<file path="src/verilog/ceq_pkg.sv">
// Package for the core event qualifier: register map, field layout, event codes, types.
// Assumes a 32-bit AXI4-Lite register bus and a single core clock domain.
package ceq_pkg;

  // ---------------------------------------------------------------------------
  // Register map (byte addresses)
  // ---------------------------------------------------------------------------
  localparam int unsigned CEQ_ADDR_W = 12;
  localparam logic [11:0] CEQ_OFFCORE_RSP_INDEX = 12'h1A6;
  localparam logic [11:0] CEQ_ADDR_OFFCORE = 12'h698;
  localparam logic [11:0] CEQ_ADDR_LAT_THR = 12'h000;
  localparam logic [11:0] CEQ_ADDR_EVSEL0 = 12'h010;
  localparam logic [11:0] CEQ_ADDR_CNT0 = 12'h020;
  localparam logic [11:0] CEQ_ADDR_LAST_LAT = 12'h030;
  localparam logic [11:0] CEQ_ADDR_LAST_OFFC = 12'h034;
  localparam int unsigned CEQ_NUM_CTR = 4;
  localparam int unsigned CEQ_CTR_SHIFT = 2;

  // ---------------------------------------------------------------------------
  // Field layout and codes
  // ---------------------------------------------------------------------------
  localparam logic [15:0] CEQ_LAT_THR_RESET = 16'h0003;
  localparam logic [15:0] CEQ_OFFCORE_RESET = 16'h0000;
  localparam logic [15:0] CEQ_MIN_DETECT_LAT = 16'h0004;
  localparam logic [7:0] CEQ_EV_OFFCORE = 8'hB7;
  localparam logic [15:0] CEQ_EV_LOAD_LAT = 16'h0100;
  localparam logic [7:0] CEQ_RSP_USED_MASK = 8'hF7;
  localparam logic [31:0] CEQ_EVSEL_MASK = 32'h0000FFFF;
  localparam logic [1:0] CEQ_RESP_OKAY = 2'h0;
  localparam logic [1:0] CEQ_RESP_SLVERR = 2'h2;

  // ---------------------------------------------------------------------------
  // Transaction carriers
  // ---------------------------------------------------------------------------
  typedef enum logic [2:0] {
    CEQ_REQ_DEMAND_DATA,
    CEQ_REQ_DEMAND_RFO,
    CEQ_REQ_DEMAND_CODE,
    CEQ_REQ_WRITEBACK,
    CEQ_REQ_PF_DATA,
    CEQ_REQ_PREFETCH_OWNERSHIP_READ_SEL,
    CEQ_REQ_PF_CODE,
    CEQ_REQ_OTHER
  } ceq_req_t;

  typedef enum logic [2:0] {
    CEQ_RSP_L3_HIT,
    CEQ_RSP_L3_HIT_CLEAN,
    CEQ_RSP_L3_HIT_MOD,
    CEQ_RSP_MISS_FWD,
    CEQ_RSP_REMOTE_DRAM,
    CEQ_RSP_LOCAL_DRAM,
    CEQ_RSP_IO_HUB,
    CEQ_RSP_NONE
  } ceq_rsp_t;

  typedef struct packed {
    logic valid;
    logic is_store;
    logic [15:0] latency;
  } ceq_load_t;

  typedef struct packed {
    logic valid;
    ceq_req_t req;
    ceq_rsp_t rsp;
  } ceq_offc_t;

endpackage
</file>
<file path="src/verilog/ceq_core_event_qualifier.sv">
// Core event qualifier: load latency threshold filter and off-core response filter,
// four event selects with counters, all behind an AXI4-Lite slave.
// Assumes load and off-core event inputs are one-cycle pulses synchronous to aclk.
//
// Summary of operation
// - Latency threshold register holds a 16-bit threshold in core cycles, low bits.
// - Loads with latency strictly above threshold are counted and their latency sampled.
// - One off-core response configuration register alone qualifies off-core events.
// - Configuration bits 7:0 select qualifying request types.
// - Configuration bits 15:8 select qualifying response types.
// - Bits 0,1,2 select demand data reads, demand ownership reads, demand code reads.
// - Bit 3 selects writeback transactions.
// - Bits 4,5,6 select prefetcher data, ownership and code reads.
// - Bit 7 selects all other transaction types.
// - Bits 8,9,10 select L3 hits: no snoop, clean snoop, modified snoop; 11 reserved.
// - Bits 12,13,14 select L3 misses: forwarded, remote DRAM, local DRAM.
// - Bit 15 selects non-DRAM requests served by the I/O hub.
// - Stores are excluded while the latency event is selected.
// - Smallest detectable load latency is four core cycles.
`timescale 1ns/1ps
module ceq_core_event_qualifier
  import ceq_pkg::*;
(
  input wire logic aclk,
  input wire logic aresetn,
  input wire logic [11:0] s_axi_awaddr,
  input wire logic s_axi_awvalid,
  output logic s_axi_awready,
  input wire logic [31:0] s_axi_wdata,
  input wire logic [3:0] s_axi_wstrb,
  input wire logic s_axi_wvalid,
  output logic s_axi_wready,
  output logic [1:0] s_axi_bresp,
  output logic s_axi_bvalid,
  input wire logic s_axi_bready,
  input wire logic [11:0] s_axi_araddr,
  input wire logic s_axi_arvalid,
  output logic s_axi_arready,
  output logic [31:0] s_axi_rdata,
  output logic [1:0] s_axi_rresp,
  output logic s_axi_rvalid,
  input wire logic s_axi_rready,
  input wire ceq_load_t load_evt,
  input wire ceq_offc_t offc_evt,
  output logic [15:0] sample_latency,
  output logic sample_valid,
  output logic offcore_hit
);

  // ---------------------------------------------------------------------------
  // Register state
  // ---------------------------------------------------------------------------
  logic [15:0] lat_thr_q;
  logic [15:0] offcore_sel_q;
  logic [31:0] evsel_q [CEQ_NUM_CTR];
  logic [31:0] cnt_q [CEQ_NUM_CTR];
  logic [15:0] last_lat_q;
  logic [5:0] last_offc_q;
  logic [15:0] sample_latency_q;
  logic sample_valid_q;

  // ---------------------------------------------------------------------------
  // Write channel
  // ---------------------------------------------------------------------------
  logic aw_held_q;
  logic w_held_q;
  logic [11:0] awaddr_q;
  logic [31:0] wdata_q;
  logic [3:0] wstrb_q;
  logic bvalid_q;
  logic [1:0] bresp_q;
  logic wr_fire;
  logic wr_ok;

  // Address and data may arrive in either order; each is held until both are present.
  assign s_axi_awready = !aw_held_q && !bvalid_q;
  assign s_axi_wready = !w_held_q && !bvalid_q;
  assign wr_fire = aw_held_q && w_held_q && !bvalid_q;
  assign s_axi_bvalid = bvalid_q;
  assign s_axi_bresp = bresp_q;

  always_ff @(posedge aclk) begin
    if (!aresetn) begin
      aw_held_q <= 1'b0;
      awaddr_q <= 12'h000;
    end else if (s_axi_awvalid && s_axi_awready) begin
      aw_held_q <= 1'b1;
      awaddr_q <= s_axi_awaddr;
    end else if (wr_fire) begin
      aw_held_q <= 1'b0;
    end
  end

  always_ff @(posedge aclk) begin
    if (!aresetn) begin
      w_held_q <= 1'b0;
      wdata_q <= 32'h0000_0000;
      wstrb_q <= 4'h0;
    end else if (s_axi_wvalid && s_axi_wready) begin
      w_held_q <= 1'b1;
      wdata_q <= s_axi_wdata;
      wstrb_q <= s_axi_wstrb;
    end else if (wr_fire) begin
      w_held_q <= 1'b0;
    end
  end

  function automatic logic ceq_is_ctr(input logic [11:0] a, input logic [11:0] base);
    ceq_is_ctr = (a[11:4] == base[11:4]) && (a[1:0] == 2'h0);
  endfunction

  function automatic logic [31:0] ceq_merge(input logic [31:0] old, input logic [31:0] nw,
                                            input logic [3:0] strb);
    for (int i = 0; i < 4; i++) begin
      old[i*8 +: 8] = strb[i] ? nw[i*8 +: 8] : old[i*8 +: 8];
    end
    ceq_merge = old;
  endfunction

  // ---------------------------------------------------------------------------
  // Address decode
  // ---------------------------------------------------------------------------
  // One decode feeds both channels, so a register can never be writable at one
  // address and readable at another.
  typedef struct packed {
    logic lat_thr;
    logic offcore;
    logic evsel;
    logic cnt;
    logic last_lat;
    logic last_offc;
  } ceq_dec_t;

  function automatic ceq_dec_t ceq_decode(input logic [11:0] a);
    ceq_dec_t d;
    d.lat_thr = (a == CEQ_ADDR_LAT_THR);
    d.offcore = (a == CEQ_ADDR_OFFCORE);
    d.evsel = ceq_is_ctr(a, CEQ_ADDR_EVSEL0);
    d.cnt = ceq_is_ctr(a, CEQ_ADDR_CNT0);
    d.last_lat = (a == CEQ_ADDR_LAST_LAT);
    d.last_offc = (a == CEQ_ADDR_LAST_OFFC);
    return d;
  endfunction

  ceq_dec_t wr_dec;
  ceq_dec_t rd_dec;

  assign wr_dec = ceq_decode(awaddr_q);
  assign rd_dec = ceq_decode(s_axi_araddr);

  // The two capture registers are read-only; a write to them is refused with an error.
  always_comb begin
    wr_ok = wr_dec.lat_thr || wr_dec.offcore || wr_dec.evsel || wr_dec.cnt;
  end

  // A write is answered one cycle after both halves are held; the response then stands
  // until the master takes it, and no new address or data is accepted meanwhile.
  always_ff @(posedge aclk) begin
    if (!aresetn) begin
      bvalid_q <= 1'b0;
      bresp_q <= CEQ_RESP_OKAY;
    end else if (wr_fire) begin
      bvalid_q <= 1'b1;
      bresp_q <= wr_ok ? CEQ_RESP_OKAY : CEQ_RESP_SLVERR;
    end else if (s_axi_bready) begin
      bvalid_q <= 1'b0;
    end
  end

  logic [31:0] merged;
  assign merged = ceq_merge({16'h0000, lat_thr_q}, wdata_q, wstrb_q);

  // A threshold under the documented minimum is software's fault; it is stored as written.
  always_ff @(posedge aclk) begin
    if (!aresetn) begin
      lat_thr_q <= CEQ_LAT_THR_RESET;
    end else if (wr_fire && wr_dec.lat_thr) begin
      lat_thr_q <= merged[15:0];
    end
  end

  logic [31:0] merged_offc;
  assign merged_offc = ceq_merge({16'h0000, offcore_sel_q}, wdata_q, wstrb_q);

  always_ff @(posedge aclk) begin
    if (!aresetn) begin
      offcore_sel_q <= CEQ_OFFCORE_RESET;
    end else if (wr_fire && wr_dec.offcore) begin
      offcore_sel_q <= merged_offc[15:0];
    end
  end

  // ---------------------------------------------------------------------------
  // Event qualification
  // ---------------------------------------------------------------------------
  logic offc_match;
  logic load_hit;

  ceq_offcore_match u_match (
    .sel(offcore_sel_q),
    .txn(offc_evt),
    .hit(offc_match)
  );

  // Latencies under the detectable floor never register, whatever the threshold.
  assign load_hit = load_evt.valid && !load_evt.is_store &&
                    load_evt.latency >= CEQ_MIN_DETECT_LAT &&
                    load_evt.latency > lat_thr_q;

  always_ff @(posedge aclk) begin
    if (!aresetn) begin
      sample_latency_q <= 16'h0000;
      sample_valid_q <= 1'b0;
    end else begin
      sample_valid_q <= load_hit;
      if (load_hit) begin
        sample_latency_q <= load_evt.latency;
      end
    end
  end

  // ---------------------------------------------------------------------------
  // Capture registers
  // ---------------------------------------------------------------------------
  // Software reads these long after the pulse outputs have moved on, so each keeps
  // the last qualifying event until the next one.
  always_ff @(posedge aclk) begin
    if (!aresetn) begin
      last_lat_q <= 16'h0000;
    end else if (load_hit) begin
      last_lat_q <= load_evt.latency;
    end
  end

  always_ff @(posedge aclk) begin
    if (!aresetn) begin
      last_offc_q <= 6'h00;
    end else if (offc_match) begin
      last_offc_q <= {offc_evt.rsp, offc_evt.req};
    end
  end

  // ---------------------------------------------------------------------------
  // Event outputs
  // ---------------------------------------------------------------------------
  assign sample_latency = sample_latency_q;
  assign sample_valid = sample_valid_q;
  assign offcore_hit = offc_match;

  // ---------------------------------------------------------------------------
  // Event selects and counters
  // ---------------------------------------------------------------------------
  // Any of the four selects may carry the off-core code; all share the one configuration.
  for (genvar g = 0; g < CEQ_NUM_CTR; g++) begin : g_ctr
    logic sel_wr;
    logic cnt_wr;
    logic inc;
    logic [11:0] ev_addr;
    logic [11:0] ct_addr;
    assign ev_addr = CEQ_ADDR_EVSEL0 + 12'(g << CEQ_CTR_SHIFT);
    assign ct_addr = CEQ_ADDR_CNT0 + 12'(g << CEQ_CTR_SHIFT);
    assign sel_wr = wr_fire && awaddr_q == ev_addr;
    assign cnt_wr = wr_fire && awaddr_q == ct_addr;
    assign inc = (evsel_q[g][7:0] == CEQ_EV_OFFCORE && offc_match) ||
                 (evsel_q[g][15:0] == CEQ_EV_LOAD_LAT && load_hit);

    always_ff @(posedge aclk) begin
      if (!aresetn) begin
        evsel_q[g] <= 32'h0000_0000;
      end else if (sel_wr) begin
        evsel_q[g] <= ceq_merge(evsel_q[g], wdata_q, wstrb_q) & CEQ_EVSEL_MASK;
      end
    end

    // Counters wrap silently at their full width; there is no overflow flag here,
    // so software must read them often enough to tell a wrap from a quiet period.
    // An increment in the cycle of a software write is dropped; the write wins.
    always_ff @(posedge aclk) begin
      if (!aresetn) begin
        cnt_q[g] <= 32'h0000_0000;
      end else if (cnt_wr) begin
        cnt_q[g] <= ceq_merge(cnt_q[g], wdata_q, wstrb_q);
      end else if (inc) begin
        cnt_q[g] <= cnt_q[g] + 32'h0000_0001;
      end
    end
  end

  // ---------------------------------------------------------------------------
  // Read channel
  // ---------------------------------------------------------------------------
  logic rvalid_q;
  logic [31:0] rdata_q;
  logic [1:0] rresp_q;
  logic [31:0] rd_val;
  logic rd_ok;

  assign s_axi_arready = !rvalid_q;
  assign s_axi_rvalid = rvalid_q;
  assign s_axi_rdata = rdata_q;
  assign s_axi_rresp = rresp_q;

  always_comb begin
    rd_val = 32'h0000_0000;
    rd_ok = 1'b1;
    if (rd_dec.lat_thr) begin
      rd_val = {16'h0000, lat_thr_q};
    end else if (rd_dec.offcore) begin
      rd_val = {16'h0000, offcore_sel_q};
    end else if (rd_dec.evsel) begin
      rd_val = evsel_q[s_axi_araddr[3:2]];
    end else if (rd_dec.cnt) begin
      rd_val = cnt_q[s_axi_araddr[3:2]];
    end else if (rd_dec.last_lat) begin
      rd_val = {16'h0000, last_lat_q};
    end else if (rd_dec.last_offc) begin
      rd_val = {26'h0000000, last_offc_q};
    end else begin
      rd_ok = 1'b0;
    end
  end

  // Read data is captured at the address handshake, so a counter read shows the value
  // from before any increment at that same edge.
  always_ff @(posedge aclk) begin
    if (!aresetn) begin
      rvalid_q <= 1'b0;
      rdata_q <= 32'h0000_0000;
      rresp_q <= CEQ_RESP_OKAY;
    end else if (s_axi_arvalid && s_axi_arready) begin
      rvalid_q <= 1'b1;
      rdata_q <= rd_val;
      rresp_q <= rd_ok ? CEQ_RESP_OKAY : CEQ_RESP_SLVERR;
    end else if (s_axi_rready) begin
      rvalid_q <= 1'b0;
    end
  end

endmodule // ceq_core_event_qualifier

</file>
<file path="src/verilog/ceq_offcore_match.sv">
// Off-core transaction matcher: one-hot request and response decode against the selection.
// Assumes request and response codes come from the core memory pipeline in the same cycle.
`timescale 1ns/1ps
module ceq_offcore_match
  import ceq_pkg::*;
(
  input wire logic [15:0] sel,
  input wire ceq_offc_t txn,
  output logic hit
);

  function automatic logic [7:0] ceq_onehot(input logic [2:0] code);
    ceq_onehot = 8'h01 << code;
  endfunction

  logic [7:0] req_vec;
  logic [7:0] rsp_vec;
  logic [7:0] rsp_sel;

  // Response code 7 is "none" and decodes to no bit at all; the reserved position, bit 11, is masked off.
  always_comb begin
    req_vec = ceq_onehot(txn.req);
    rsp_vec = (txn.rsp == CEQ_RSP_NONE) ? 8'h00 :
              (txn.rsp < CEQ_RSP_MISS_FWD) ? ceq_onehot(txn.rsp) :
              ceq_onehot(3'(txn.rsp + 3'h1));
    rsp_sel = sel[15:8] & CEQ_RSP_USED_MASK;
  end

  assign hit = txn.valid && |(req_vec & sel[7:0]) && |(rsp_vec & rsp_sel);

endmodule // ceq_offcore_match

</file>
<file path="config.mk">
export PLATFORM = sky130hd
export DESIGN_NAME = ceq_core_event_qualifier
export DESIGN_NICKNAME = d
export VERILOG_FILES = /design/src/verilog/ceq_pkg.sv /design/src/verilog/ceq_core_event_qualifier.sv /design/src/verilog/ceq_offcore_match.sv
export SDC_FILE = /design/constraint.sdc
export NUM_CORES = 1
export LEC_CHECK = 0
export BUFFER_PORTS_ARGS = -buffer_cell sky130_fd_sc_hd__buf_4
export CAP_MARGIN = 20
export CELL_PAD_IN_SITES_DETAIL_PLACEMENT = 1
export CELL_PAD_IN_SITES_GLOBAL_PLACEMENT = 1
export CORE_MARGIN = 8
export CORE_UTILIZATION = 51
export DETAILED_ROUTE_END_ITERATION = 8
export HOLD_SLACK_MARGIN = 0.08
export PLACE_DENSITY_LB_ADDON = 0.1
export SYNTH_ARGS = -nofsm -noshare
export SYNTH_HDL_FRONTEND = slang
export SYNTH_SLANG_ARGS = --single-unit
</file>
<file path="constraint.sdc">
create_clock -name aclk -period 4.85 [get_ports aclk]
set_input_delay 0.2425 -clock aclk [delete_from_list [all_inputs] [get_ports aclk]]
set_output_delay 0.2425 -clock aclk [all_outputs]
set_load 0.05 [all_outputs]
</file>
==> results.json <==
{
  "crit_path_end_kind": "flip-flop",
  "clock_skew_ns": 0.02037,
  "final_cells": 2507,
  "yosys_warnings": 0,
  "post_cts_buffers": 0,
  "grt_max_degree": 77,
  "criticalPathCategory": "in -> reg",
  "grt_pass1_wl_um": 100500,
  "yosysTopAreaCellShare_pct": 31.62,
  "fp.dieH_um": 205.1,
  "cts_tree": "done",
  "async_reset_ff_share_pct": 0,
  "portBuffers": 148,
  "via_per_inst": 6.442,
  "p_leak_nw": 7.586,
  "vias": 16150,
  "clk_latency_ns": 0.55,
  "grt_overflow": 0,
  "reg2reg_setup_slack_ns": 1.20,
  "reg2reg_from": "lat_thr_q[1]",
  "ys_top_cells_by_area": "edfxtp_1 32%, dfxtp_1 15%, nand2_1 7.5%, mux4_2 6.2%, o31ai_1 3.8%",
  "clock-sinks": 333,
  "ys_seq_area_share_pct": 47.09,
  "numCtsBuffers": 39,
  "fin_area_um2": 21730,
  "placed_area_um2": 19570,
  "cts_resized": 0,
  "antenna_found_initial": 2,
  "core_area_um2": 35400,
  "clock_tree.root_cell": "clkbuf_16",
  "synth_edf_count": 192,
  "max_freq_mhz": 259.4,
  "die-area_um2": 42060,
  "firstDrtPassIters": 6,
  "rsz0062_at_grt": "false",
  "place_congestion": 0.9581,
  "area_growth_pct": 19.14,
  "crit_path_start_kind": "primary input",
  "die_x_um": 205.1,
  "synth-main-ff-cell": "edfxtp_1",
  "cap_violations": 0,
  "h-tree-depth": 2,
  "max_stage_delay_ns": 1.01,
  "synth_area_um2": 18240,
  "hold_class": "in -> reg",
  "setup_viol": 0,
  "r2r_cells": 8,
  "ios": 151,
  "holdPathEnd": "lat_thr_q[0]",
  "holdWs_ns": 0.1459,
  "period_needed_ns": 3.855,
  "holdCritStartpoint": "aresetn",
  "hold_viol": 0,
  "dp_hpwl_um": 46770,
  "synth_seq_cells": 333,
  "nets": 2128,
  "slew_violations": 0,
  "first_global_vias": 16490,
  "ir_drop_mv": 0.2756,
  "slew_headroom_pct": 18.19,
  "critPathArrivalTime_ns": 4.01,
  "drtIter0Drc": 1530,
  "postSynthCellCount": 1849,
  "clk_pin_slew_worst_paths_ns": 0.06,
  "placed_cells": 2354,
  "initial_core_util_pct": 51.52,
  "hold_depth": 2,
  "drive_gt1_share_pct": 15.60,
  "tns_ns": 0,
  "num_rows": 69,
  "worstMarginPinSlew_ns": 1.227,
  "cp_slowest_cell": "a32oi_2",
  "rr_endpoint": "cnt_q[0][26]",
  "cts_hold_buf": 73,
  "crit_required_ns": 5.00,
  "synth_top_cell_by_area": "edfxtp_1",
  "cts_buffer_depth": 3,
  "drcViolationCount": 0,
  "drt-total-wl_um": 66390,
  "crit_fanout": 22,
  "ant_nets": 0,
  "grt_usage_pct": 31.04,
  "cp_cell_sequence": "dlygate4sd3_1, buf_4, ha_1, mux2i_1, a21oi_1, nor3_1, nor3_1, a32oi_2, a21oi_1",
  "outcome": "finished, final reports clean",
  "syn_area_per_cell_um2": 9.863,
  "p_per_area_nw_per_um2": 318.6,
  "wire_per_inst_um": 26.48,
  "synth_cell_types": 64,
  "final_core_util_pct": 61.38,
  "fin_crit_sh_pct": 79.49
}
-- registers in the layout, indices dropped and copies added (netlist names), 4 cells and up --
register	cells
last_offc_q	6
evsel_q	64
wstrb_q	4
awaddr_q	12
wdata_q	32
s_axi_rdata	32
cnt_q	128
lat_thr_q	16
offcore_sel_q	16
last_lat_q	16
-- worst max-delay path by stage --
| stage | slack (ns) | depth (start not counted) | from | to |
|---|---|---|---|---|
| 2_1_floorplan | 1.95 | 9 | lat_thr_q[15] | cnt_q[0][16] |
| 3_3_place_gp | 1.38 | 8 | load_evt[1] | cnt_q[0][28] |
| 3_5_place_dp | 1.17 | 8 | offc_evt[0] | cnt_q[0][27] |
| 4_1_cts | 1.16 | 9 | offc_evt[0] | cnt_q[0][26] |
| 5_1_grt | 0.91 | 9 | offc_evt[1] | cnt_q[0][26] |
| 6_report | 0.99 | 9 | offc_evt[0] | cnt_q[0][26] |
-- power breakdown --
| group | internal, W | total (W) | switching, W |
|---|---|---|---|
| Sequential | 0.00308 | 0.00329 | 0.000206 |
| Combinational | 0.000275 | 0.000666 | 0.000391 |
| Clock | 0.00175 | 0.00297 | 0.00121 |
-- cells in the mapped netlist, drive strengths merged, types with 32 or more instances --
library cell    n
nand2         363
edfxtp        192
dfxtp         141
a21oi         120
nor2          112
o31ai          93
and2           81
clkbuf         80
nand3          74
xnor2          69
xor2           52
mux4           50
buf            43
nand4          35
nor4           33
a32o           32
-- per-stage QoR --
stage / worst slack [ns] / total power, W
6_report: 0.9949 / 0.006922
2_1_floorplan: 1.946 / 0.003617
5_1_grt: 0.9121 / 0.007093
3_3_place_gp: 1.376 / 0.003894
4_1_cts: 1.156 / 0.006910
3_5_place_dp: 1.167 / 0.003924
-- layout make-up --
class | count | area (um2)
sequential | 333 | 8588
timing repair buffer | 246 | 2160
clock buffer | 61 | 1191
fill | 3797 | 13670
antenna | 1 | 2.502
inverter | 26 | 100.1
clock inverter | 11 | 97.59
tap | 461 | 576.8
multi-input combinational | 1368 | 9010
-- worst max-delay path, delay by kind of cell --
family          cells  cell delay, ns
mux                 1            0.23
simple gates        2            0.76
buf+inv             2            0.71
fa+ha+maj           1            0.38
compound gates      3            1.67
-- cells by family after synthesis --
logic type | count (synthesis) | synth area share, %
multiplexers | 80 | 7.822
adder cells (fa/ha/maj) | 22 | 1.509
flip-flops | 333 | 47.09
buffers and inverters | 149 | 3.616
AO/OA/AOI/OAI | 346 | 12.97
other | 1 | 0.02056
AND/OR/NAND/NOR | 797 | 21.16
XOR/XNOR | 121 | 5.811
-- routing by layer --
| metal | global-route usage [%] | share of wire [%] | wire [um] |
|---|---|---|---|
| met4 | 8.450 | 2.5 | 1669 |
| met3 | 7.132 | 11 | 7477 |
| met5 | 0 | 0.020 | 13 |
| met1 | 43.63 | 41 | 27380 |
| met2 | 47.66 | 45 | 29850 |
-- cell usage in the layout (no fill, tap or decap), drive strengths merged, types with 50 or more instances in the layout --
cell type and instances:
mux4 50, nand3 74, nor2 112, dlygate4sd3 73
o31ai 93, xor2 52, edfxtp 192, clkbuf 62
buf 172, and2 81, a21oi 120, dfxtp 141
xnor2 69, nand2 363
(Power assumes the default switching activity.)
